### config.mk
export PLATFORM = sky130hd
export DESIGN_NAME = rsc_top
export DESIGN_NICKNAME = d
export VERILOG_FILES = /design/src/common/rsc_pkg.sv /design/src/hw/rsc_debounce.sv /design/src/hw/rsc_top.sv
export VERILOG_INCLUDE_DIRS = /design/src /design/src/common
export SDC_FILE = /design/constraint.sdc
export NUM_CORES = 1
export LEC_CHECK = 0
export BUFFER_PORTS_ARGS = -buffer_cell sky130_fd_sc_hd__buf_2
export CAP_MARGIN = 40
export CORE_ASPECT_RATIO = 0.75
export CORE_MARGIN = 2
export CORE_UTILIZATION = 45
export CTS_CLUSTER_DIAMETER = 50
export DETAILED_ROUTE_END_ITERATION = 16
export PLACE_DENSITY = 0.79
export REMOVE_ABC_BUFFERS = 1
export SETUP_SLACK_MARGIN = 0.15
export SYNTH_ARGS = -nofsm -noshare
export SYNTH_HDL_FRONTEND = slang
export SYNTH_SLANG_ARGS = --single-unit
### constraint.sdc
create_clock -name clk_sys_i -period 2.82 [get_ports clk_sys_i]
set_input_delay 0 -clock clk_sys_i [delete_from_list [all_inputs] [get_ports clk_sys_i]]
set_output_delay 0 -clock clk_sys_i [all_outputs]
set_load 0.02 [all_outputs]
### src/common/rsc_cfg.svh
// constants of the reset-source controller
`ifndef RSC_CFG_SVH
`define RSC_CFG_SVH

// clock and times
`define RSC_CLK_HZ          25000000
`define RSC_SRESET_NS       45000
`define RSC_DEBOUNCE_NS     120000
`define RSC_CNT_W           16

// register byte offsets
`define RSC_ADR_SDC         8'h00
`define RSC_ADR_FLAGS       8'h04
`define RSC_ADR_IRQ_STS     8'h08
`define RSC_ADR_IRQ_MSK     8'h0C
`define RSC_ADR_WDTC        8'h10
`define RSC_ADR_STATUS      8'h14

// supply threshold select codes
`define RSC_SDC_POR         8'h5A
`define RSC_SDC_OFF         8'hA5

// watchdog control, key in bits 7:3, period in bits 2:0
`define RSC_WDTC_POR        8'h53
`define RSC_WKEY_ON         5'h0A
`define RSC_WKEY_OFF        5'h15
`define RSC_WKEY_HI         7
`define RSC_WKEY_LO         3
`define RSC_WSEL_HI         2
`define RSC_WSEL_POR        3'h3

// reset-source flag bits
`define RSC_BIT_WKF         0
`define RSC_BIT_TSF         1
`define RSC_BIT_SDF         2
`define RSC_FLAGS_W         3

// interrupt status bits: flag bits plus watchdog expiry
`define RSC_BIT_IRQ_WDT     3
`define RSC_IRQ_W           4

`endif

### src/common/rsc_pkg.sv
// types of the reset-source controller
package rsc_pkg;

    typedef enum logic [2:0] {
        RSC_SEQ_IDLE  = 3'b001,
        RSC_SEQ_WAIT  = 3'b010,
        RSC_SEQ_PULSE = 3'b100
    } rsc_seq_t;

    // initialisation commands issued on power-on and full resets
    typedef struct packed {
        logic int_disable;
        logic wdt_tb_clear;
        logic timers_off;
        logic gpio_input;
        logic pc_zero;
        logic sp_top;
    } rsc_init_t;

    typedef struct packed {
        logic [15:0] cnt;
        logic        tripped;
        logic        trip;
    } rsc_deb_state_t;

    typedef struct packed {
        rsc_seq_t    seq;
        logic [15:0] cnt;
        logic        keep_sdc;
        logic [7:0]  sdc;
        logic [7:0]  wdtc;
        logic [2:0]  flags;
        logic        expiry;
        logic        pdown;
        logic        lp_d;
        logic [3:0]  irq_sts;
        logic [3:0]  irq_msk;
        logic        ack;
        logic [7:0]  dat;
        logic        irq;
        logic        sys_reset;
        logic        pc_sp_clear;
        rsc_init_t   init;
        logic        wdt_en;
        logic [2:0]  wdt_sel;
    } rsc_state_t;

endpackage

### src/hw/rsc_debounce.sv
// persistence filter for the low-voltage indication
`timescale 1ns/1ps
`default_nettype none
`include "rsc_cfg.svh"

module rsc_debounce #(
    parameter logic [`RSC_CNT_W-1:0] CYCLES = 16'h0BB8
) (
    // clock and reset
    input  wire logic clk_sys_i,
    input  wire logic rst_i,
    // filter
    input  wire logic enable_i,
    input  wire logic level_i,
    output logic      trip_o
);

    rsc_pkg::rsc_deb_state_t r;
    rsc_pkg::rsc_deb_state_t next_r;

    always_comb
    begin
        next_r      = r;
        next_r.trip = 1'b0;
        if (!enable_i || !level_i)
        begin
            next_r.cnt     = '0;
            next_r.tripped = 1'b0;
        end
        else if (!r.tripped)
        begin
            // must persist longer than the debounce time
            if (r.cnt == CYCLES)
            begin
                next_r.trip    = 1'b1;
                next_r.tripped = 1'b1;
            end
            else
            begin
                next_r.cnt = r.cnt + 16'h0001;
            end
        end
    end

    always_ff @(posedge clk_sys_i)
    begin
        if (rst_i)
        begin
            r <= '0;
        end
        else
        begin
            r <= next_r;
        end
    end

    assign trip_o = r.trip;

endmodule // rsc_debounce
`default_nettype wire

### src/hw/rsc_top.sv
// reset-source controller with wishbone register access
//
// Chosen here: the Wishbone register port and the placing of the registers.
`timescale 1ns/1ps
`default_nettype none
`include "rsc_cfg.svh"

////////////////////////////////////////////////////////////////////////////////
// Functional notes
// - code 5A enables supply-drop reset at 1.7V, code A5 disables it
// - any other threshold code forces full reset restoring the code to 5A
// - that forced reset waits for the soft reset delay first
// - supply-drop reset needs low level beyond debounce time, keeps threshold code
// - supply-drop reset sets flag bit 2; only software clears it
// - undefined threshold code sets flag bit 1; only software clears it
// - flag register bits 7 to 3 read as zero
// - watchdog expiry while running gives full reset and sets expiry flag
// - watchdog expiry in sleep or idle clears only PC and SP, sets flag
// - power-on clears expiry and powerdown flags; supply-drop reset keeps them
// - expiry in low power leaves both flags at 1; running keeps powerdown
// - power-on reset disables all interrupt sources
// - power-on reset clears watchdog and time bases, watchdog then counts
// - power-on reset switches all timer modules off
// - power-on reset makes all general purpose pins inputs
// - power-on reset zeroes PC and points SP at stack top
// - bad watchdog enable key sets flag bit 0; only software clears it
// - supply-drop reset is off in idle or sleep, whatever the code
module rsc_top #(
    parameter int SRESET_NS   = `RSC_SRESET_NS,
    parameter int DEBOUNCE_NS = `RSC_DEBOUNCE_NS
) (
    // clock and reset
    input  wire logic        clk_sys_i,
    input  wire logic        rst_i,
    // wishbone slave
    input  wire logic        wb_cyc_i,
    input  wire logic        wb_stb_i,
    input  wire logic        wb_we_i,
    input  wire logic [7:0]  wb_adr_i,
    input  wire logic [3:0]  wb_sel_i,
    input  wire logic [31:0] wb_dat_i,
    output logic      [31:0] wb_dat_o,
    output logic             wb_ack_o,
    // monitored conditions
    input  wire logic        low_voltage_i,
    input  wire logic        low_power_i,
    input  wire logic        wdt_expire_i,
    // reset actions
    output logic             sys_reset_o,
    output logic             pc_sp_clear_o,
    output rsc_pkg::rsc_init_t init_o,
    // watchdog control
    output logic             wdt_enable_o,
    output logic      [2:0]  wdt_period_o,
    // interrupt
    output logic             irq_o
);

    ////////////////////////////////////////////////////////////////////////////
    // timing

    localparam int MHZ        = `RSC_CLK_HZ / 1000000;
    localparam int SRESET_CYC = (SRESET_NS * MHZ + 999) / 1000;
    localparam int DEB_CYC    = (DEBOUNCE_NS * MHZ + 999) / 1000;
    localparam logic [`RSC_CNT_W-1:0] SRESET_LAST = `RSC_CNT_W'(SRESET_CYC - 1);
    localparam logic [`RSC_CNT_W-1:0] DEB_COUNT   = `RSC_CNT_W'(DEB_CYC);

    ////////////////////////////////////////////////////////////////////////////
    // decode helpers

    function automatic logic sdc_valid(input logic [7:0] v);
        sdc_valid = (v == `RSC_SDC_POR) || (v == `RSC_SDC_OFF);
    endfunction

    function automatic logic wkey_valid(input logic [7:0] v);
        logic [4:0] k;
        k          = v[`RSC_WKEY_HI:`RSC_WKEY_LO];
        wkey_valid = (k == `RSC_WKEY_ON) || (k == `RSC_WKEY_OFF);
    endfunction

    function automatic logic wkey_on(input logic [7:0] v);
        wkey_on = (v[`RSC_WKEY_HI:`RSC_WKEY_LO] == `RSC_WKEY_ON);
    endfunction

    function automatic logic adr_is(input logic [7:0] a, input logic [7:0] off);
        adr_is = (a[7:2] == off[7:2]);
    endfunction

    ////////////////////////////////////////////////////////////////////////////
    // state

    rsc_pkg::rsc_state_t r;
    rsc_pkg::rsc_state_t next_r;

    logic                  sd_trip;
    logic                  sd_armed;
    logic                  bus_req;
    logic                  wr_lane0;
    logic [`RSC_IRQ_W-1:0] irq_ev;
    logic [`RSC_IRQ_W-1:0] irq_sts_kept;

    assign bus_req  = wb_cyc_i && wb_stb_i && !r.ack;
    assign wr_lane0 = bus_req && wb_we_i && wb_sel_i[0];

    // supply-drop monitor armed only with enable code and while running
    assign sd_armed = (r.sdc == `RSC_SDC_POR) && !low_power_i;

    rsc_debounce #(
        .CYCLES    (DEB_COUNT)
    ) u_debounce (
        .clk_sys_i (clk_sys_i),
        .rst_i     (rst_i),
        .enable_i  (sd_armed),
        .level_i   (low_voltage_i),
        .trip_o    (sd_trip)
    );

    ////////////////////////////////////////////////////////////////////////////
    // interrupt status: sticky, write one to clear, set wins

    // flag rising events from the set conditions, not from next_r, to avoid a loop
    assign irq_ev[`RSC_BIT_WKF]     = wr_lane0 && adr_is(wb_adr_i, `RSC_ADR_WDTC)
        && !wkey_valid(wb_dat_i[7:0]) && !r.flags[`RSC_BIT_WKF];
    assign irq_ev[`RSC_BIT_TSF]     = !sdc_valid(r.sdc) && !r.flags[`RSC_BIT_TSF];
    assign irq_ev[`RSC_BIT_SDF]     = sd_trip;
    assign irq_ev[`RSC_BIT_IRQ_WDT] = wdt_expire_i;

    genvar gi;
    generate
        for (gi = 0; gi < `RSC_IRQ_W; gi++)
        begin : g_irq
            assign irq_sts_kept[gi] = irq_ev[gi] || (r.irq_sts[gi] && !(wr_lane0
                && adr_is(wb_adr_i, `RSC_ADR_IRQ_STS) && wb_dat_i[gi]));
        end
    endgenerate

    ////////////////////////////////////////////////////////////////////////////
    // next state

    always_comb
    begin
        logic soft_fault;
        logic wdt_run_exp;
        soft_fault  = 1'b0;
        wdt_run_exp = 1'b0;
        next_r             = r;
        next_r.ack         = 1'b0;
        next_r.sys_reset   = 1'b0;
        next_r.pc_sp_clear = 1'b0;
        next_r.init        = '0;
        next_r.lp_d        = low_power_i;

        // register writes
        if (wr_lane0)
        begin
            if (adr_is(wb_adr_i, `RSC_ADR_SDC))
            begin
                next_r.sdc = wb_dat_i[7:0];
            end
            if (adr_is(wb_adr_i, `RSC_ADR_FLAGS))
            begin
                // writing zero clears, writing one leaves the flag alone
                next_r.flags = r.flags & wb_dat_i[`RSC_FLAGS_W-1:0];
            end
            if (adr_is(wb_adr_i, `RSC_ADR_IRQ_MSK))
            begin
                next_r.irq_msk = wb_dat_i[`RSC_IRQ_W-1:0];
            end
            if (adr_is(wb_adr_i, `RSC_ADR_WDTC))
            begin
                next_r.wdtc = wb_dat_i[7:0];
                if (!wkey_valid(wb_dat_i[7:0]))
                begin
                    next_r.flags[`RSC_BIT_WKF] = 1'b1;
                    soft_fault = 1'b1;
                end
            end
        end
        next_r.irq_sts = irq_sts_kept;

        // undefined threshold code keeps raising its fault flag
        if (!sdc_valid(r.sdc))
        begin
            next_r.flags[`RSC_BIT_TSF] = 1'b1;
            soft_fault = 1'b1;
        end

        // powerdown flag rises on entry to idle or sleep
        if (low_power_i && !r.lp_d)
        begin
            next_r.pdown = 1'b1;
        end

        // watchdog expiry
        if (wdt_expire_i)
        begin
            next_r.expiry = 1'b1;
            if (low_power_i)
            begin
                next_r.pdown       = 1'b1;
                next_r.pc_sp_clear = 1'b1;
            end
            else
            begin
                wdt_run_exp = 1'b1;
            end
        end

        if (sd_trip)
        begin
            next_r.flags[`RSC_BIT_SDF] = 1'b1;
        end

        // reset sequencer
        case (r.seq)
            rsc_pkg::RSC_SEQ_IDLE:
            begin
                if (sd_trip || wdt_run_exp)
                begin
                    next_r.seq      = rsc_pkg::RSC_SEQ_PULSE;
                    next_r.keep_sdc = sd_trip && !wdt_run_exp;
                end
                else if (soft_fault)
                begin
                    next_r.seq      = rsc_pkg::RSC_SEQ_WAIT;
                    next_r.cnt      = '0;
                    next_r.keep_sdc = 1'b0;
                end
            end
            rsc_pkg::RSC_SEQ_WAIT:
            begin
                if (sd_trip || wdt_run_exp)
                begin
                    next_r.seq      = rsc_pkg::RSC_SEQ_PULSE;
                    next_r.keep_sdc = 1'b0;
                end
                else if (r.cnt == SRESET_LAST)
                begin
                    next_r.seq = rsc_pkg::RSC_SEQ_PULSE;
                end
                else
                begin
                    next_r.cnt = r.cnt + 16'h0001;
                end
            end
            rsc_pkg::RSC_SEQ_PULSE:
            begin
                // full device reset; flags and this block's irq state survive
                next_r.sys_reset = 1'b1;
                next_r.init      = '1;
                next_r.wdtc      = `RSC_WDTC_POR;
                if (!r.keep_sdc)
                begin
                    next_r.sdc = `RSC_SDC_POR;
                end
                next_r.seq = rsc_pkg::RSC_SEQ_IDLE;
            end
            default:
            begin
                next_r.seq = rsc_pkg::RSC_SEQ_IDLE;
            end
        endcase

        // watchdog controls follow the register
        next_r.wdt_en  = wkey_on(next_r.wdtc);
        next_r.wdt_sel = next_r.wdtc[`RSC_WSEL_HI:0];

        // bus answer one cycle after the request, unmapped reads zero
        if (bus_req)
        begin
            next_r.ack = 1'b1;
            next_r.dat = 8'h00;
            if (adr_is(wb_adr_i, `RSC_ADR_SDC))
            begin
                next_r.dat = r.sdc;
            end
            if (adr_is(wb_adr_i, `RSC_ADR_FLAGS))
            begin
                next_r.dat = {5'h00, r.flags};
            end
            if (adr_is(wb_adr_i, `RSC_ADR_IRQ_STS))
            begin
                next_r.dat = {4'h0, r.irq_sts};
            end
            if (adr_is(wb_adr_i, `RSC_ADR_IRQ_MSK))
            begin
                next_r.dat = {4'h0, r.irq_msk};
            end
            if (adr_is(wb_adr_i, `RSC_ADR_WDTC))
            begin
                next_r.dat = r.wdtc;
            end
            if (adr_is(wb_adr_i, `RSC_ADR_STATUS))
            begin
                next_r.dat = {4'h0, sd_armed, r.lp_d, r.pdown, r.expiry};
            end
        end

        next_r.irq = |(next_r.irq_sts & next_r.irq_msk);
    end

    ////////////////////////////////////////////////////////////////////////////
    // registers; power-on values

    always_ff @(posedge clk_sys_i)
    begin
        if (rst_i)
        begin
            r             <= '0;
            r.seq         <= rsc_pkg::RSC_SEQ_IDLE;
            r.sdc         <= `RSC_SDC_POR;
            r.wdtc        <= `RSC_WDTC_POR;
            r.wdt_en      <= 1'b1;
            r.wdt_sel     <= `RSC_WSEL_POR;
            r.flags       <= 3'h0;
            r.expiry      <= 1'b0;
            r.pdown       <= 1'b0;
            r.sys_reset   <= 1'b1;
            r.init        <= '1;
        end
        else
        begin
            r <= next_r;
        end
    end

    ////////////////////////////////////////////////////////////////////////////
    // outputs

    assign wb_dat_o      = {24'h000000, r.dat};
    assign wb_ack_o      = r.ack;
    assign sys_reset_o   = r.sys_reset;
    assign pc_sp_clear_o = r.pc_sp_clear;
    assign init_o        = r.init;
    assign wdt_enable_o  = r.wdt_en;
    assign wdt_period_o  = r.wdt_sel;
    assign irq_o         = r.irq;

endmodule // rsc_top
`default_nettype wire

==> results of run 1 <==
## cell usage in the layout, fill, tap and decap left out, types with 8 or more instances in the layout
| cell type | instances |
|---|---|
| o21ai_0 | 8 |
| a21oi_1 | 24 |
| xnor2_1 | 17 |
| nor3_1 | 19 |
| or4_1 | 9 |
| nor4_1 | 10 |
| buf_2 | 44 |
| inv_1 | 13 |
| conb_1 | 24 |
| mux2i_1 | 14 |
| nand4_1 | 9 |
| nand3_1 | 20 |
| dfxtp_1 | 81 |
| clkbuf_16 | 9 |
| nand2_1 | 53 |
| dlygate4sd3_1 | 10 |
| nor2_1 | 63 |
## registers in the layout, indices dropped and copies added (netlist names)
signal	flops
wdt_enable_o	1
u_debounce.r	17
r	50
wb_ack_o	1
pc_sp_clear_o	1
wb_dat_o	8
irq_o	1
u_debounce.trip_o	1
sys_reset_o	1
## cell usage after synthesis, types with 2 or more instances
library cell,number
a21oi_1,24
a221oi_1,5
a22oi_1,4
and3_1,5
and4b_1,2
buf_1,2
buf_2,2
buf_4,41
clkbuf_1,8
dfxtp_1,81
ha_1,4
inv_1,13
mux2i_1,14
mux4_2,3
nand2_1,53
nand2b_1,4
nand3_1,20
nand3b_1,2
nand4_1,9
nand4b_1,4
nor2_1,63
nor2b_1,6
nor3_1,19
nor3b_1,7
nor4_1,10
nor4b_1,5
nor4bb_1,2
o211ai_1,7
o21ai_0,8
o31ai_1,7
or3_1,3
or3b_2,2
or4_1,9
xnor2_1,17
xor2_1,6
## power by group through the flow
stage	logic [mW]	registers, mW	clock network [mW]
2_1_floorplan	0.156	1.22	0
3_3_place_gp	0.262	1.20	0
3_5_place_dp	0.267	1.21	0
4_1_cts	0.280	1.18	1.13
5_1_grt	0.311	1.18	1.18
6_report	0.282	1.18	1.11
## cells by family after synthesis
kind of cell	Yosys count	share of synthesized area, %
AND/OR/NAND/NOR	230	28.92
AO/OA/AOI/OAI	67	10.84
multiplexers	17	5.027
adder cells (fa/ha/maj)	4	1.211
flip-flops	81	39.25
other	1	0.09077
buffers and inverters	66	9.782
XOR/XNOR	23	4.876
## repair_timing
action                                 in CTS  in global routing
setup endpoints to repair                   0                  0
endpoints found under the hold margin      17                  0
buffers inserted                            0                  0
hold buffers                               10                  0
## routing by layer
metal	part of all wire (%)	wire [µm]	track usage [%]	up-vias
met2	46	4298	30.23	128
met1	46	4258	24.91	1701
met5	0	0	0	-
met3	6.8	636	6.124	14
met4	1.3	123	7.095	0
li1	-	-	-	1757
## worst max-delay path, delay by kind of cell
kind	cells	cell delay, ns
buffers and inverters	2	0.70
AOI/OAI and AO/OA	2	0.88
and+or+nand+nor	3	0.76
muxes	1	0.27
## through the flow
step,area (µm²),cells,setup WS (ns),power (mW)
after detailed placement,4275,622,0.5523,1.473
after global routing,4653,647,0.1607,2.673
after global placement,4275,622,0.6140,1.465
after floorplan,3862,459,0.4221,1.372
final,4653,647,0.4020,2.572
after CTS,4653,647,0.3896,2.592
## layout make-up
type / count / area (µm²)
inverter: 13 / 48.80
clock inverter: 4 / 45.04
tap: 112 / 140.1
multi-input combinational: 365 / 2192
clock buffer: 11 / 232.7
fill: 830 / 4318
timing repair buffer: 61 / 372.9
sequential: 81 / 1622
## final timing paths
path,start,endpoint,slack [ns],depth (start not counted)
setup / recovery,wb_dat_i[3],r[54]$_SDFFE_PP0P_,0.40,8
hold / removal,wb_stb_i,wb_dat_o[7]$_SDFFE_PP0N_,0.14,5
setup reg to reg,wb_ack_o$_SDFF_PP0_,irq_o$_SDFF_PP0_,0.54,6
hold reg to reg,wb_dat_o[0]$_SDFFE_PP0N_,wb_dat_o[0]$_SDFFE_PP0N_,0.46,2
==> impl_metrics.py, run 1 <==
metrics = {
    "clocking": {
        "path_clk_slew_ns": 0.06,
        "cts_max_level": 3,
        "clk_latency_ns": 0.34,
        "cts_tree": "done",
        "cts_root_buf": "clkbuf_16",
        "clockBufferDepth": 2,
        "cts_buffers": 9,
        "cts_resized": 0,
        "cts_num_sinks": 81,
    },
    "route": {
        "postRouteAntennaNets": 0,
        "via_count": 3600,
        "drt_pass1_iterations": 5,
        "wl_um": 9316,
        "initialDrtViolationCount": 268,
        "drc": 0,
        "route.detailed.wl_per_inst_um": 14.40,
        "avgViaCountPerCell": 5.564,
    },
    "layout": {
        "nets": 587,
        "layout-drive-gt1-share_pct": 14.21,
        "final_util_pct": 51.87,
        "num_antenna_cells": 0,
        "syn_to_final_growth_pct": 12.63,
    },
    "timing": {
        "skew_ns": 0.006252,
        "max_freq_mhz": 413.6,
        "period_needed_ns": 2.418,
        "hold_violations": 0,
        "tightest_slew_ns": 0.8779,
        "setup_viol": 0,
        "drv_slew": 0,
        "max-slew-margin-rel_pct": 41.47,
        "fin_tns_setup_ns": 0,
        "rsz0062_at_grt": "no",
        "hold_ws_ns": 0.1437,
        "fin_crit_sh_pct": 85.74,
    },
    "flow_run": {
        "cap_violations": 0,
    },
    "logic_synthesis": {
        "synth_edf_count": 0,
        "syn_area_mm2": 0.004131,
        "synth_top_area_share_pct": 39.25,
        "ys_async_sr_fraction_pct": 0,
        "synth_area_leaders": "dfxtp_1, buf_4, nor2_1",
        "synth_seq_cells": 81,
        "ys.flop_type": "dfxtp_1",
        "ys_warn_count": 0,
        "ys_seq_area_share_pct": 39.25,
        "synth_top_area_cell": "dfxtp_1",
        "syn_avg_cell_area_um2": 8.449,
        "synthCells": 489,
        "synth_cell_types": 53,
    },
    "place": {
        "place.gp.congestion": 0.8731,
        "port_buffers": 44,
        "hpwl_um": 6711,
    },
    "floorplan": {
        "fp.coreArea_mm2": 0.008971,
        "num_rows": 30,
        "num_io_pins": 98,
        "fp.dieH_um": 86.98,
        "die_w_um": 114.6,
        "die_area_mm2": 0.009971,
        "start_util_pct": 46.05,
    },
    "power": {
        "power_frac_clock_pct": 43.1,
        "internal-power_mw": 1.931,
        "p_per_area_mw_per_mm2": 552.7,
        "p_sw_uw": 641.0,
        "leakage_nw": 1.771,
        "vdd_drop_max_mv": 0.2712,
        "combPwrFrac_pct": 11.0,
        "swShare_pct": 24.92,
        "seq_power_share_pct": 45.9,
    },
    "global_routing": {
        "grt_usage_pct": 19.24,
        "grt_pass1_vias": 3167,
        "antenna_found_initial": 0,
        "grt_overflow": 0,
        "grt_max_degree": 40,
        "grt_first_pass_wirelength_um": 15040,
    },
    "setup_path": {
        "cpMaxStageDelayCell": "a221oi_2",
        "slowest_delay_ns": 0.81,
        "cp.required_ns": 3.02,
        "crit_path_max_fanout": 11,
        "cp-start-kind": "input port",
        "cp_data_arrival_time_ns": 2.62,
        "endpoint_kind": "register",
        "cp_cell_sequence": "dlygate4sd3_1, buf_2, nor4b_1, mux2i_1, a221oi_2, nor3b_1, nand4b_1, o31ai_1",
        "path_class": "input port to register",
    },
    "outcome": {
        "outcome": "complete, no violations",
    },
    "worst_hold_path": {
        "hp-class": "input port to register",
    },
}
Power figures use the tool's default switching activity.
==> inputs of run 2 (changes only) <==
--- a/config.mk
+++ b/config.mk
@@ -12,6 +12,7 @@
 export CORE_MARGIN = 2
 export CORE_UTILIZATION = 45
 export CTS_CLUSTER_DIAMETER = 50
+export CTS_CLUSTER_SIZE = 8
 export DETAILED_ROUTE_END_ITERATION = 16
 export PLACE_DENSITY = 0.79
 export REMOVE_ABC_BUFFERS = 1
==> constraint.sdc (replaced) <==
create_clock -name clk_sys_i -period 2.85 [get_ports clk_sys_i]
set_input_delay 0 -clock clk_sys_i [delete_from_list [all_inputs] [get_ports clk_sys_i]]
set_output_delay 0 -clock clk_sys_i [all_outputs]
set_load 0.02 [all_outputs]
==> run 2 against run 1 <==
Net effect: power rose by 2.7%; flip-flop and latch count unchanged; critical path depth unchanged; die area stayed put; global-route usage up 0.26 points; critical path type unchanged.
==> impl_metrics.py, run 2 (synthesis gave the netlist of run 1 again) <==
metrics = {
    "setup_path": {
        "cp-start-kind": "input port",
        "reg2reg_slack_ns": 0.46,
        "cp.required_ns": 3.04,
        "endpoint_kind": "register",
        "path_class": "input port to register",
        "reg2reg_from": "wb_ack_o$_SDFF_PP0_",
        "cp_data_arrival_time_ns": 2.60,
        "crit_path_max_fanout": 11,
        "reg2reg_depth": 6,
        "rr_endpoint": "irq_o$_SDFF_PP0_",
    },
    "clocking": {
        "cts_resized": 0,
        "cts_buffers": 9,
        "cts_num_sinks": 81,
        "cts_tree": "done",
        "cts_root_buf": "clkbuf_16",
        "path_clk_slew_ns": 0.06,
        "hold_buffers": 9,
        "clk_latency_ns": 0.33,
        "clockBufferDepth": 2,
        "cts_max_level": 3,
        "post_cts_buffers": 0,
    },
    "timing": {
        "drv_slew": 0,
        "hold_violations": 0,
        "skew_ns": 0.006070,
        "max_freq_mhz": 416.2,
        "rsz0062_at_grt": "no",
        "period_needed_ns": 2.403,
        "fin_tns_setup_ns": 0,
        "max-slew-margin-rel_pct": 42.55,
        "tightest_slew_ns": 0.8617,
        "setup_viol": 0,
        "hold_ws_ns": 0.01275,
        "fin_crit_sh_pct": 84.30,
    },
    "global_routing": {
        "grt_first_pass_wirelength_um": 15580,
        "antenna_found_initial": 0,
        "grt_max_degree": 40,
        "grt_usage_pct": 19.50,
        "grt_pass1_vias": 3386,
        "grt_overflow": 0,
    },
    "power": {
        "p_sw_uw": 647.7,
        "power_frac_clock_pct": 45.3,
        "p_per_area_mw_per_mm2": 564.3,
        "combPwrFrac_pct": 10.5,
        "seq_power_share_pct": 44.2,
        "internal-power_mw": 1.994,
        "swShare_pct": 24.52,
        "leakage_nw": 1.780,
        "p_total_mw": 2.642,
        "vdd_drop_max_mv": 0.3519,
    },
    "floorplan": {
        "fp.dieH_um": 86.98,
        "num_rows": 30,
        "num_io_pins": 98,
        "fp.coreArea_mm2": 0.008971,
        "die_area_mm2": 0.009971,
        "die_w_um": 114.6,
        "start_util_pct": 46.05,
    },
    "route": {
        "route.detailed.wl_per_inst_um": 14.51,
        "drt_pass1_iterations": 4,
        "postRouteAntennaNets": 0,
        "drc": 0,
        "initialDrtViolationCount": 278,
        "wl_um": 9386,
        "avgViaCountPerCell": 5.516,
        "via_count": 3569,
    },
    "outcome": {
        "outcome": "complete, no violations",
    },
    "worst_hold_path": {
        "holdPathEnd": "r[36]$_SDFFE_PP1N_",
        "worstHoldStart": "wb_dat_i[0]",
        "hold_depth": 3,
        "hp-class": "input port to register",
    },
    "place": {
        "post_dp_cell_area_mm2": 0.004275,
        "place.gp.congestion": 0.8760,
        "hpwl_um": 6771,
        "port_buffers": 44,
    },
    "layout": {
        "largest_register_ff_count": 50,
        "layout-drive-gt1-share_pct": 14.58,
        "num_antenna_cells": 0,
        "final_util_pct": 52.19,
        "fin_area_mm2": 0.004682,
        "nets": 586,
        "top_register": "r",
        "syn_to_final_growth_pct": 13.33,
        "final_cell_mix": "dfxtp_1, nor2_1, nand2_1",
        "final_common_cell": "dfxtp_1",
    },
    "flow_run": {
        "cap_violations": 0,
    },
}
run 2: stage by stage:
stage | std cells | setup slack, ns
after global routing | 647 | 0.2549
after CTS | 647 | 0.4045
after global placement | 622 | 0.6413
after floorplan | 459 | 0.4521
final | 647 | 0.4474
after detailed placement | 622 | 0.5369
run 2: final cells by class:
type                            instances  area [µm²]
Tap cell                              112       140.1
Inverter                               13       48.80
Multi-Input combinational cell        365        2192
Clock buffer                           13       270.3
Timing Repair Buffer                   60       362.8
Clock inverter                          3       46.29
Sequential cell                        81        1622
Fill cell                             842        4289
run 2: power groups by stage:
stage	clock, mW	combinational (mW)	sequential, mW
detailed placement	0	0.265	1.19
CTS	1.22	0.278	1.17
global placement	0	0.259	1.19
floorplan	0	0.154	1.20
finish	1.20	0.278	1.17
global route	1.27	0.308	1.17
run 2: routing by layer:
metal	wire, µm	up-vias	global-route usage (%)
met5	0	-	0
met2	4292	114	31.36
met3	567	18	5.358
met4	141	0	7.095
met1	4384	1682	25.25
li1	-	1755	-
run 2: worst max path at each step:
stage,from,endpoint,depth (start not counted)
after floorplan,wb_ack_o$_SDFF_PP0_,r[62]$_SDFFE_PP0P_,6
after global placement,wb_ack_o$_SDFF_PP0_,irq_o$_SDFF_PP0_,6
after detailed placement,u_debounce.r[8]$_SDFFE_PP0P_,u_debounce.r[8]$_SDFFE_PP0P_,6
after CTS,wb_dat_i[3],r[54]$_SDFFE_PP0P_,8
after global routing,wb_dat_i[3],r[54]$_SDFFE_PP0P_,8
final,wb_dat_i[3],r[54]$_SDFFE_PP0P_,8
run 2: worst max-delay path: stages:
cell and delay, ns:
dlygate4sd3_1 0.53, buf_2 0.17, nor4b_1 0.37, mux2i_1 0.26, a221oi_2 0.80, nor3b_1 0.22
nand4b_1 0.16, o31ai_1 0.07
